### src/verilog/csel_consts.svh
// constants of the clock mode and source select block
`ifndef CSEL_CONSTS_SVH
`define CSEL_CONSTS_SVH

// ==========================================================
// register addresses (byte addresses, 8-bit accesses)
`define CSEL_ADDR_PIN_MODE 32'h4002_0400
`define CSEL_ADDR_CLK_SEL 32'h4002_0404

// ==========================================================
// reset values
`define CSEL_PIN_MODE_RST 8'h00
`define CSEL_CLK_SEL_RST 8'h00

// ==========================================================
// oscillator pin mode register fields
`define CSEL_MAIN_MODE_HI 7
`define CSEL_MAIN_MODE_LO 6
`define CSEL_SUB_MODE_HI 5
`define CSEL_SUB_MODE_LO 4
`define CSEL_SUB_DRIVE_HI 2
`define CSEL_SUB_DRIVE_LO 1
`define CSEL_FREQ_RANGE_BIT 0

// ==========================================================
// system clock select register fields
`define CSEL_CPU_STATUS_BIT 7
`define CSEL_CPU_REQ_BIT 6
`define CSEL_MAIN_STATUS_BIT 5
`define CSEL_MAIN_REQ_BIT 4

// ==========================================================
// pin mode and drive codes
`define CSEL_MODE_OSC 2'h1
`define CSEL_MODE_EXT 2'h3
`define CSEL_DRIVE_LOW_POWER 2'h0
`define CSEL_DRIVE_BANNED 2'h3

// ==========================================================
// switchover dead time
`define CSEL_CLK_PERIOD_NS 8
`define CSEL_SWITCH_GAP_NS 16

`endif

### src/verilog/csel_pkg.sv
// types of the clock mode and source select block
package csel_pkg;

  // ==========================================================
  // oscillator pin mode register image
  typedef struct packed {
    logic [1:0] main_mode;
    logic [1:0] sub_mode;
    logic rsvd;
    logic [1:0] sub_drive;
    logic main_freq_range;
  } csel_pin_mode_t;

  // ==========================================================
  // decoded pin usage for one oscillator pair
  typedef struct packed {
    logic osc_en;
    logic ext_in_en;
  } csel_pin_use_t;

  // ==========================================================
  // switchover sequencer states
  typedef enum logic {
    CSEL_SW_IDLE,
    CSEL_SW_GAP
  } csel_sw_state_t;

endpackage

### src/verilog/csel_switch.sv
// glitch-free switchover sequencer for one clock multiplexer
`include "csel_consts.svh"

module csel_switch
  import csel_pkg::*;
(
  // clock and control
  input wire logic clk_i,
  input wire logic reset_i,
  input wire logic ce_i,
  // selection
  input wire logic req_i,
  output logic sel_o,
  output logic busy_o
);

  localparam int GapCyc = (`CSEL_SWITCH_GAP_NS + `CSEL_CLK_PERIOD_NS - 1) / `CSEL_CLK_PERIOD_NS;
  localparam logic [1:0] GapLast = 2'(GapCyc - 1);

  csel_sw_state_t state_q;
  logic [1:0] cnt_q;

  // ==========================================================
  // old source is dropped, both held off for the gap, then new taken
  always_ff @(posedge clk_i)
  begin
    if (reset_i)
    begin
      state_q <= CSEL_SW_IDLE;
      cnt_q <= 2'h0;
      sel_o <= 1'b0;
      busy_o <= 1'b0;
    end
    else if (ce_i)
    begin
      case (state_q)
        CSEL_SW_IDLE:
        begin
          if (req_i != sel_o)
          begin
            state_q <= CSEL_SW_GAP;
            cnt_q <= 2'h0;
            busy_o <= 1'b1;
          end
        end
        CSEL_SW_GAP:
        begin
          if (cnt_q == GapLast)
          begin
            // status follows only once the new source is live
            state_q <= CSEL_SW_IDLE;
            sel_o <= req_i;
            busy_o <= 1'b0;
          end
          else
          begin
            cnt_q <= cnt_q + 2'h1;
          end
        end
        default:
        begin
          state_q <= CSEL_SW_IDLE;
          busy_o <= 1'b0;
        end
      endcase
    end
  end

  property p_sel_after_gap;
    @(posedge clk_i) disable iff (reset_i)
    $changed(sel_o) |-> $past(busy_o);
  endproperty
  a_sel_after_gap: assert property (p_sel_after_gap) else $error("selection moved without a gap");

  property p_gap_start;
    @(posedge clk_i) disable iff (reset_i)
    ce_i && !busy_o && (req_i != sel_o) |=> busy_o && $stable(sel_o);
  endproperty
  a_gap_start: assert property (p_gap_start) else $error("request change did not open a gap");

  property p_gap_bound;
    @(posedge clk_i) disable iff (reset_i)
    busy_o |-> cnt_q <= GapLast;
  endproperty
  a_gap_bound: assert property (p_gap_bound) else $error("gap counter overran");

endmodule

### src/verilog/csel_top.sv
// oscillator pin mode and system clock source select registers
`include "csel_consts.svh"

// What this block does
// pin mode register accepts only first write
// sub fields cleared only by power-on
// main pins: port, crystal, or external clock
// sub pins: port, crystal, or external clock
// sub drive: low, normal, ultra-low; 11 banned
// software sets range bit above 10 MHz
// software writes 00H even when default
// software sets mode before starting oscillators
// software sets gains while internal clock runs
// software times sub crystal settling
// system 32 MHz, crystal 20 MHz maximum
// bit 7 reports current cpu clock
// bit 6 requests cpu clock source
// bit 5 reports current main source
// bit 4 requests main clock source
// bits 7,5 read-only; 3:0 written zero
// software keeps main source while sub selected
// cpu clock change moves peripheral clock too
// halt bit stops main oscillator input
// status updates after glitch-free switchover
module csel_top
  import csel_pkg::*;
(
  // clock, reset and enable
  input wire logic clk_i,
  input wire logic reset_i,
  input wire logic por_i,
  input wire logic ce_i,
  // 8-bit register access
  input wire logic [31:0] addr_i,
  input wire logic wr_i,
  input wire logic rd_i,
  input wire logic [7:0] wdata_i,
  output logic [7:0] rdata_o,
  // oscillator stop control bit from the stop register
  input wire logic main_osc_halt_i,
  // main oscillator pins
  output logic main_osc_en_o,
  output logic main_ext_in_en_o,
  output logic main_osc_run_o,
  output logic main_freq_range_o,
  // subsystem oscillator pins
  output logic sub_osc_en_o,
  output logic sub_ext_in_en_o,
  output logic [1:0] sub_drive_o,
  // clock multiplexer controls
  output logic cpu_on_sub_o,
  output logic main_on_fast_ext_o,
  output logic clk_hold_o
);

  // ==========================================================
  // register state
  csel_pin_mode_t pin_mode_q;
  logic pin_mode_locked_q;
  logic cpu_clock_request_q;
  logic main_source_request_q;
  logic cpu_clock_status;
  logic main_source_status;
  logic cpu_busy;
  logic main_busy;
  logic wr_pin_mode;
  logic wr_clk_sel;
  logic rd_pin_mode;
  logic rd_clk_sel;
  csel_pin_use_t main_use;
  csel_pin_use_t sub_use;
  logic [7:0] clk_sel_view;

  // reset images split into fields without silent truncation
  localparam csel_pin_mode_t PinModeRst = `CSEL_PIN_MODE_RST;
  localparam logic [7:0] ClkSelRst = `CSEL_CLK_SEL_RST;

  assign wr_pin_mode = ce_i && wr_i && (addr_i == `CSEL_ADDR_PIN_MODE);
  assign wr_clk_sel = ce_i && wr_i && (addr_i == `CSEL_ADDR_CLK_SEL);
  assign rd_pin_mode = rd_i && (addr_i == `CSEL_ADDR_PIN_MODE);
  assign rd_clk_sel = rd_i && (addr_i == `CSEL_ADDR_CLK_SEL);

  // ==========================================================
  // pin mode register: one write per reset, any number of reads
  always_ff @(posedge clk_i)
  begin
    if (reset_i)
    begin
      pin_mode_locked_q <= 1'b0;
    end
    else if (wr_pin_mode)
    begin
      pin_mode_locked_q <= 1'b1;
    end
  end

  // main fields follow every reset; sub fields survive warm resets
  // but sub_osc_en_o, sub_ext_in_en_o and sub_drive_o still clear while reset_i is high
  always_ff @(posedge clk_i)
  begin
    if (reset_i || por_i)
    begin
      if (reset_i)
      begin
        pin_mode_q.main_mode <= PinModeRst.main_mode;
        pin_mode_q.rsvd <= 1'b0;
        pin_mode_q.main_freq_range <= PinModeRst.main_freq_range;
      end
      if (por_i)
      begin
        pin_mode_q.sub_mode <= PinModeRst.sub_mode;
        pin_mode_q.sub_drive <= PinModeRst.sub_drive;
      end
    end
    else if (wr_pin_mode && !pin_mode_locked_q)
    begin
      pin_mode_q.main_mode <= wdata_i[`CSEL_MAIN_MODE_HI:`CSEL_MAIN_MODE_LO];
      pin_mode_q.sub_mode <= wdata_i[`CSEL_SUB_MODE_HI:`CSEL_SUB_MODE_LO];
      // bit 3 is fixed at zero
      pin_mode_q.rsvd <= 1'b0;
      pin_mode_q.sub_drive <= wdata_i[`CSEL_SUB_DRIVE_HI:`CSEL_SUB_DRIVE_LO];
      pin_mode_q.main_freq_range <= wdata_i[`CSEL_FREQ_RANGE_BIT];
    end
  end

  // ==========================================================
  // system clock select requests
  always_ff @(posedge clk_i)
  begin
    if (reset_i)
    begin
      cpu_clock_request_q <= ClkSelRst[`CSEL_CPU_REQ_BIT];
      main_source_request_q <= ClkSelRst[`CSEL_MAIN_REQ_BIT];
    end
    else if (wr_clk_sel)
    begin
      // status bits and low nibble are not stored
      cpu_clock_request_q <= wdata_i[`CSEL_CPU_REQ_BIT];
      main_source_request_q <= wdata_i[`CSEL_MAIN_REQ_BIT];
    end
  end

  // ==========================================================
  // switchover sequencers; one cpu mux feeds cpu and most peripherals alike
  csel_switch u_cpu_switch (
    .clk_i(clk_i),
    .reset_i(reset_i),
    .ce_i(ce_i),
    .req_i(cpu_clock_request_q),
    .sel_o(cpu_clock_status),
    .busy_o(cpu_busy)
  );

  csel_switch u_main_switch (
    .clk_i(clk_i),
    .reset_i(reset_i),
    .ce_i(ce_i),
    .req_i(main_source_request_q),
    .sel_o(main_source_status),
    .busy_o(main_busy)
  );

  // ==========================================================
  // pin usage decode; codes 00 and 10 leave the pins as ports
  always_comb
  begin
    main_use.osc_en = (pin_mode_q.main_mode == `CSEL_MODE_OSC);
    main_use.ext_in_en = (pin_mode_q.main_mode == `CSEL_MODE_EXT);
    sub_use.osc_en = (pin_mode_q.sub_mode == `CSEL_MODE_OSC);
    sub_use.ext_in_en = (pin_mode_q.sub_mode == `CSEL_MODE_EXT);
  end

  always_comb
  begin
    clk_sel_view = 8'h00;
    clk_sel_view[`CSEL_CPU_STATUS_BIT] = cpu_clock_status;
    clk_sel_view[`CSEL_CPU_REQ_BIT] = cpu_clock_request_q;
    clk_sel_view[`CSEL_MAIN_STATUS_BIT] = main_source_status;
    clk_sel_view[`CSEL_MAIN_REQ_BIT] = main_source_request_q;
  end

  // ==========================================================
  // read data, unmapped addresses return zero
  always_ff @(posedge clk_i)
  begin
    if (reset_i)
    begin
      rdata_o <= 8'h00;
    end
    else if (ce_i)
    begin
      if (rd_pin_mode)
      begin
        rdata_o <= pin_mode_q;
      end
      else if (rd_clk_sel)
      begin
        rdata_o <= clk_sel_view;
      end
      else
      begin
        rdata_o <= 8'h00;
      end
    end
  end

  // ==========================================================
  // oscillator and multiplexer controls
  always_ff @(posedge clk_i)
  begin
    if (reset_i)
    begin
      main_osc_en_o <= 1'b0;
      main_ext_in_en_o <= 1'b0;
      main_osc_run_o <= 1'b0;
      main_freq_range_o <= 1'b0;
      sub_osc_en_o <= 1'b0;
      sub_ext_in_en_o <= 1'b0;
      sub_drive_o <= `CSEL_DRIVE_LOW_POWER;
      cpu_on_sub_o <= 1'b0;
      main_on_fast_ext_o <= 1'b0;
      clk_hold_o <= 1'b0;
    end
    else if (ce_i)
    begin
      main_osc_en_o <= main_use.osc_en;
      main_ext_in_en_o <= main_use.ext_in_en;
      main_osc_run_o <= !main_osc_halt_i && (main_use.osc_en || main_use.ext_in_en);
      main_freq_range_o <= pin_mode_q.main_freq_range;
      sub_osc_en_o <= sub_use.osc_en;
      sub_ext_in_en_o <= sub_use.ext_in_en;
      // banned drive code falls back to the low-power setting
      if (pin_mode_q.sub_drive == `CSEL_DRIVE_BANNED)
      begin
        sub_drive_o <= `CSEL_DRIVE_LOW_POWER;
      end
      else
      begin
        sub_drive_o <= pin_mode_q.sub_drive;
      end
      cpu_on_sub_o <= cpu_clock_status;
      main_on_fast_ext_o <= main_source_status;
      clk_hold_o <= cpu_busy || main_busy;
    end
  end

  // ==========================================================
  // checks
  property p_lock_holds;
    @(posedge clk_i) disable iff (reset_i || por_i)
    pin_mode_locked_q && wr_pin_mode |=> $stable(pin_mode_q);
  endproperty
  a_lock_holds: assert property (p_lock_holds) else $error("locked pin mode register changed");

  property p_first_write;
    @(posedge clk_i) disable iff (reset_i || por_i)
    !pin_mode_locked_q && wr_pin_mode |=> pin_mode_q.main_mode == $past(wdata_i[7:6]) && pin_mode_locked_q;
  endproperty
  a_first_write: assert property (p_first_write) else $error("first pin mode write not taken");

  property p_sub_keep;
    @(posedge clk_i)
    reset_i && !por_i |=> pin_mode_q.sub_mode == $past(pin_mode_q.sub_mode);
  endproperty
  a_sub_keep: assert property (p_sub_keep) else $error("sub mode lost on warm reset");

  property p_por_clear;
    @(posedge clk_i)
    por_i |=> pin_mode_q.sub_mode == 2'h0 && pin_mode_q.sub_drive == 2'h0;
  endproperty
  a_por_clear: assert property (p_por_clear) else $error("power-on did not clear sub fields");

  property p_drive_legal;
    @(posedge clk_i) disable iff (reset_i)
    sub_drive_o != 2'h3;
  endproperty
  a_drive_legal: assert property (p_drive_legal) else $error("banned drive code reached the pad");

  property p_ext_decode;
    @(posedge clk_i) disable iff (reset_i)
    ce_i && pin_mode_q.main_mode == 2'h3 ##1 $stable(pin_mode_q) |-> main_ext_in_en_o && !main_osc_en_o;
  endproperty
  a_ext_decode: assert property (p_ext_decode) else $error("main external clock mode misdecoded");

  property p_sub_decode;
    @(posedge clk_i) disable iff (reset_i)
    ce_i && pin_mode_q.sub_mode == 2'h1 ##1 $stable(pin_mode_q) |-> sub_osc_en_o && !sub_ext_in_en_o;
  endproperty
  a_sub_decode: assert property (p_sub_decode) else $error("sub crystal mode misdecoded");

  property p_halt_stops;
    @(posedge clk_i) disable iff (reset_i)
    ce_i && main_osc_halt_i |=> !main_osc_run_o;
  endproperty
  a_halt_stops: assert property (p_halt_stops) else $error("main oscillator ran while halted");

  property p_status_read;
    @(posedge clk_i) disable iff (reset_i)
    ce_i && rd_clk_sel |=> rdata_o[7] == $past(cpu_clock_status) && rdata_o[5] == $past(main_source_status)
      && rdata_o[3:0] == 4'h0;
  endproperty
  a_status_read: assert property (p_status_read) else $error("clock select read mismatch");

  property p_status_only;
    @(posedge clk_i) disable iff (reset_i)
    ce_i && wr_clk_sel && !cpu_busy && (cpu_clock_status == cpu_clock_request_q) |=> $stable(cpu_clock_status);
  endproperty
  a_status_only: assert property (p_status_only) else $error("write moved read-only status");

endmodule

### config.mk
export PLATFORM = sky130hd
export DESIGN_NAME = csel_top
export DESIGN_NICKNAME = d
export VERILOG_FILES = /design/src/verilog/csel_pkg.sv /design/src/verilog/csel_switch.sv /design/src/verilog/csel_top.sv
export VERILOG_INCLUDE_DIRS = /design/src /design/src/verilog
export SDC_FILE = /design/constraint.sdc
export NUM_CORES = 1
export LEC_CHECK = 0
export BUFFER_PORTS_ARGS = -buffer_cell sky130_fd_sc_hd__buf_2
export CAP_MARGIN = 10
export CORE_UTILIZATION = 35
export CTS_BUF_LIST = sky130_fd_sc_hd__clkbuf_4
export DETAILED_ROUTE_END_ITERATION = 7
export PLACE_DENSITY = 0.64
export SKIP_LAST_GASP = 1
export SLEW_MARGIN = 20
export SYNTH_ARGS = -nofsm -noshare
export SYNTH_HDL_FRONTEND = slang
export SYNTH_SLANG_ARGS = --single-unit
### constraint.sdc
create_clock -name clk_i -period 4.45 [get_ports clk_i]
set_clock_uncertainty 0.15 [all_clocks]
set_input_delay 1.1125 -clock clk_i [delete_from_list [all_inputs] [get_ports clk_i]]
set_output_delay 1.1125 -clock clk_i [all_outputs]
set_load 0.05 [all_outputs]
# Yosys cells after proc, flatten, opt, wreduce, memory -nomap -nowiden
# Index checks and enable logic that the tools add are counted.
dict set report totals {
  input_bits 47
  reg_bits 40
  output_inout_bits 19
}
dict set report classes {
  add_sub_neg 2
  bitwise_logic 2
  n_reduce_logical 21
  muxes 26
  n_eq_ne 19
}
# op n
set op_table {}
lappend op_table {{== test 32 x 31 -> 1 bit, second input constant} 2}
lappend op_table {{two-way mux 8 bit} 4}
lappend op_table {{AND reduction 3 bit} 6}
lappend op_table {{two-way mux 2 bit} 7}
lappend op_table {{!= test 2 bit, second input constant} 6}
lappend op_table {{two-way mux 1 bit} 9}
lappend op_table {{== test 2 x 1 -> 1 bit, second input constant} 4}
lappend op_table {{one-hot mux 1 bit (2 select lines)} 4}
lappend op_table {{one-hot mux 2 bit (2 select lines)} 2}
lappend op_table {{logical AND 1 bit} 7}
lappend op_table {{== test 2 bit, second input constant} 3}
lappend op_table {{adder 2 x 1 -> 2 bit, second input constant} 2}
lappend op_table {{!= test 2 x 1 -> 1 bit, second input constant} 2}
lappend op_table {{AND reduction 2 bit} 2}
lappend op_table {{logical OR 1 bit} 3}
lappend op_table {{logical NOT 1 bit} 2}
lappend op_table {{!= test 1 bit} 2}
lappend op_table {{inverter 1 bit} 2}
lappend op_table {{nonzero test 2 bit} 1}

# Depth between registers and ports, before layout
dict set report depth {
  ltp_word 5
  ltp_mapped 6
  depth_no_buf 6
}

# By module
# Synthesis repeated with hierarchy kept, for this count alone.
dict set report hier_totals {
  hier_cells 189
  area_unflattened_um2 1931.9
}
# mod cells_each instances seq_area_each_um2 area_each_um2
set modules_own_cells {}
lappend modules_own_cells {csel_top 133 1 630.6 1416.4}
lappend modules_own_cells {csel_switch 28 2 100.1 257.7}

# Worst setup path before layout
# OpenSTA, ideal clock, no wires.
dict set report synth_path {
  path_kind {input-to-reg}
  from {input addr_i[23]}
  to {register pin_mode_q[1] (netlist bit) (enable)}
  stages 4
  required_ns 3.992
  setup_time_ns 0.308
  arrival_time_ns 2.037
  slack_ns 1.955
  cell_sequence {nor4_2 nand4_2 nor2_1 a41o_1}
}
dict set report synth_between {
  elab_chain_len 5
}
# item line_no
set synth_lines {}
lappend synth_lines {{from (decl)} csel_top.sv:34} ;# input wire logic [31:0] addr_i,
lappend synth_lines {{== test 32 x 31 -> 1 bit (no source line)} -}
lappend synth_lines {{logical AND 1 bit} csel_top.sv:78} ;# assign wr_pin_mode = ce_i && wr_i && (addr_i == `CSEL_ADDR_PIN_MODE);
lappend synth_lines {{logical AND 1 bit} csel_top.sv:115} ;# else if (wr_pin_mode && !pin_mode_locked_q)
lappend synth_lines {{nonzero test 2 bit (no source line)} -}
lappend synth_lines {{AND reduction 2 bit (no source line)} -}
lappend synth_lines {{to (decl)} csel_top.sv:58} ;# csel_pin_mode_t pin_mode_q;
# No other way between the ends.
# A chain may end at the register's enable or synchronous reset.

# Worst setup path after layout
dict set report layout_path {
  from {input ce_i}
  to {register pin_mode_q[2] (netlist bit) (enable)}
}
dict set report layout_between {
  elab_chain_len 5
}
# item line_no
set layout_lines {}
lappend layout_lines {{from (decl)} csel_top.sv:32} ;# input wire logic ce_i,
lappend layout_lines {{logical AND 1 bit (2 in a row)} csel_top.sv:78}
lappend layout_lines {{logical AND 1 bit} csel_top.sv:115}
lappend layout_lines {{nonzero test 2 bit (no source line)} -}
lappend layout_lines {{AND reduction 2 bit (no source line)} -}
# No other way between the ends.

==> results.md <==
Synthesis:
- The share of the synthesized area in the top cell type is 34.1%.
- For this run, asynchronously set or reset flops after synthesis account for 0%.
- The main flop type after synthesis is sky130_fd_sc_hd__dfxtp_1.
- For this run, the number of Yosys warnings is 0.
- Among all cell types in the netlist, the one instantiated most often is sky130_fd_sc_hd__dfxtp_1.
- The dominant cell type by area after synthesis is sky130_fd_sc_hd__dfxtp_1.
- The number of synthesized flops with an enable pin is 7.
- In this run the mean area of a mapped cell was 9.84 sq um.
- The cell area that synthesis handed to floorplanning was 1820 sq um.
- The count of unique library cells instantiated by Yosys is 37.
- Sorting the synthesized cells by how often they occur yields sky130_fd_sc_hd__dfxtp_1, sky130_fd_sc_hd__nor2_1, sky130_fd_sc_hd__nand2_1.
- In the synthesized netlist, the number of instances is approximately 190.
- The number of storage elements in the synthesis netlist is 38.
- The sequential cell area fraction in the yosys report is 45.6%.
- The net count after synthesis is 234.
- Ranked by total cell area, the synthesized netlist is headed by sky130_fd_sc_hd__dfxtp_1, sky130_fd_sc_hd__edfxtp_1, sky130_fd_sc_hd__nor2_1.

STA:
- The total count of hold-check failures in the final report is 0.
- Setup repair after global routing left no endpoint under its margin.
- The max-slew violation count was 0.
- The worst path in the final design needs a cycle of ~2.5 ns, including I/O delays and setup.
- The final clock period utilization by the worst path is 55.4%.
- Measured against its own limit, the worst slew margin works out to 63.2%.
- The summed negative setup slack over all endpoints is 0 ns.
- Timing would allow up to a little over 400 MHz.
- The transition at the pin with the smallest max-transition slack is about 0.55 ns.
- Setup violations remaining at the end of the flow were counted as 0.

Floorplan:
- For this configuration, the core starts out at a cell density of between 30% and 40%.
- The site row count is 25.
- The height of the chip is 74.1 um.
- The die width is around 74 um.
- The die covers 5490 sq um.
- The area of the core is about 4800 sq um.
- For this design the top-level I/O count stands at 66.

Setup path:
- By startpoint and endpoint, the worst setup path is classified as in -> reg.
- The beginning of the critical path is ce_i.
- At the worst endpoint, the arrival time is 2.37 ns.
- Along the worst path, the maximum fanout reaches 27.
- STA classifies the critical path startpoint as a primary input.
- STA puts the critical path data required time at 4.36 ns.
- The startpoint of the lowest-slack register-to-register path is main_source_request_q.
- The type of element capturing the critical path is a flip-flop.

Placement:
- The HPWL after detailed placement is 2970 um.
- The post-detailed-placement cell area is 2160 sq um.
- Input and output buffers added on the ports amount to 63.
- The final weighted congestion in routability-driven placement is 0.770.

Pwr:
- The overall power of the completed layout is between 0.0006 and 0.0007 W.
- The leakage power is 0.960 nW.
- Power spread over the standard cell area amounts to 287 nW/um^2.
- The worst-case IR drop observed on VDD is 79.2 uV.

Clocking:
- The buffer depth of the longest clock path is 2.
- The number of clock buffers inserted by TritonCTS is 5.
- Clock tree synthesis selected as its root buffer the cell sky130_fd_sc_hd__clkbuf_4.
- The number of sinks driven by the clock tree is 38.
- Clock-pin slew was measured on the worst setup and hold paths at roughly 0.10 ns.
- The clock reaches the later pin of the worst-skew pair after 0.36 ns.
- For this design, the CTS-stage hold fixing added 0 buffers.
- The clock tree from TritonCTS is built.
- The number of H-tree branching levels is 2.
- The number of setup buffers added after CTS is 0.
- Post-CTS repair changed the size of 0 cells.

Detailed routing:
- Detailed routing placed a total of roughly 330 um of wire on met3.
- The via density per instance is 5.03.
- After detailed routing, the total wire length is 3930 um.
- Before antenna repair, the detailed router went through 4 iterations.
- Routed signal wires occupy layers up through met4.
- The total number of vias is 1579.
- After detailed routing, the average wire length per cell comes to 12.5 um.
- Wire segments on met2 add up to 1860 um in the final route.
- The number of nets still failing antenna checks after routing is 0.
- The remaining routing DRC violations is 0.
- The detailed-route wire length on metal 1 is around 1700 um.
- The initial DRC count is 94.

Finish:
- The area growth from synthesis to layout is 21.9%.
- The area of all placed cells without fillers is ~2200 sq um.
- In the final layout, the share of cells above drive strength 1 is between 30% and 40%.
- The final layout contains between 200 and 300 nets.
- The antenna cell count is 0.
- Counting the fill cells in the layout gives 495.

Global route:
- The initial antenna violation count is 0.
- The maximum number of pins on one net before global-route repair is 30.
- The number of global-route vias before repair was 1459.
- Summed over all layers, the global routing overflow is 0.
- The overall fraction of global-route tracks in use is 15.9%.
- The first global-routing pass estimated roughly 6300 um of wire.

Run:
- The max-cap check violation count is 0.

Worst hold path:
- The path class of the tightest hold or removal check is reg -> reg.
- The worst hold path begins at sub_drive_o[0].

Outcome:
- The flow ran to the end, and the final reports show no timing, DRC or antenna violations.
[worst max-delay path, stage by stage]
cell and delay, ns:
sky130_fd_sc_hd__buf_2 0.40, sky130_fd_sc_hd__inv_1 0.33, sky130_fd_sc_hd__nor2_1 0.23, sky130_fd_sc_hd__a41o_1 0.29
[cells in the final DEF (no fill, tap or decap), types with 2 or more instances in the layout]
master and n:
sky130_fd_sc_hd__buf_2 63, sky130_fd_sc_hd__nor2b_1 4, sky130_fd_sc_hd__mux2_2 4, sky130_fd_sc_hd__xor2_1 2, sky130_fd_sc_hd__nand3_1 5, sky130_fd_sc_hd__edfxtp_1 7, sky130_fd_sc_hd__a21oi_1 14, sky130_fd_sc_hd__a41o_1 2
sky130_fd_sc_hd__and2_1 7, sky130_fd_sc_hd__ha_1 2, sky130_fd_sc_hd__nor2_1 25, sky130_fd_sc_hd__dfxtp_1 31, sky130_fd_sc_hd__nand4_1 2, sky130_fd_sc_hd__clkbuf_4 8, sky130_fd_sc_hd__nand3b_1 3, sky130_fd_sc_hd__nand2b_1 3
sky130_fd_sc_hd__mux2i_1 4, sky130_fd_sc_hd__o31ai_1 2, sky130_fd_sc_hd__nor4_2 3, sky130_fd_sc_hd__nor4_4 3, sky130_fd_sc_hd__a22oi_1 4, sky130_fd_sc_hd__o21ai_0 8, sky130_fd_sc_hd__nor4b_4 2, sky130_fd_sc_hd__nor3b_1 2
sky130_fd_sc_hd__a22o_1 7, sky130_fd_sc_hd__nand2_1 18, sky130_fd_sc_hd__inv_1 3
[kinds of logic (layout without fill, tap and decap cells)]
kind of cell,after synthesis,count (layout),share of synthesized area [%]
simple gates,83,83,29.5
compound gates,39,39,13.7
flops,38,38,45.6
buf+inv,12,74,3.92
mux,8,8,4.67
fa+ha+maj,2,2,1.37
xor+xnor,2,2,0.962
other cells,1,1,0.206
[per-stage QoR]
| step | util (%) | hold WS, ns | cells | setup slack [ns] |
|---|---|---|---|---|
| after CTS | 45.8 | 0.306 | 314 | 1.97 |
| after detailed placement | 44.5 | 0.293 | 306 | 1.60 |
| after floorplan | - | 0.288 | 185 | 1.95 |
| after global placement | 44.5 | 0.291 | 306 | 1.62 |
| after global routing | 45.8 | 0.346 | 314 | 1.88 |
| final | 45.8 | 0.307 | 314 | 1.98 |
[layout make-up]
class | instances | area, sq um | area share, %
repair buffers | 63 | 315 | 14.2
multi-input cells | 135 | 918 | 41.4
flip-flops and latches | 38 | 831 | 37.4
inverters | 3 | 11.3 | 0.507
clock buffers | 8 | 60.1 | 2.71
well taps | 67 | 83.8 | 3.78
[path summary, 6_finish.rpt]
path	endpoint	slack [ns]	cells after the start
worst max-delay path	pin_mode_q[2]	1.98	4
worst min-delay path	sub_drive_o[0]	0.31	2
worst max register to register	u_main_switch.cnt_q[0]	3.06	4
worst min register to register	sub_drive_o[0]	0.31	2
[metal layers]
metal / up-vias / GRT usage, %
li1: 788 / -
met4: 0 / 8.33
met2: 67 / 26.4
met1: 719 / 18.0
met5: - / 0
met3: 5 / 5.56
[registers in the layout, summed over array words and instances (netlist names), 2 cells and up]
signal / flops
u_cpu_switch.cnt_q: 2
rdata_o: 7
pin_mode_q: 7
u_main_switch.cnt_q: 2
sub_drive_o: 2
[power breakdown]
group | switching, W | leakage [nW] | internal, W | total, W
combinational | 0.0000489 | 0.605 | 0.0000300 | 0.0000788
sequential | 0.00000567 | 0.318 | 0.000359 | 0.000365
clock | 0.000112 | 0.0368 | 0.0000813 | 0.000193
total | 0.000166 | 0.960 | 0.000470 | 0.000637
Power figures use the tool's default switching activity.
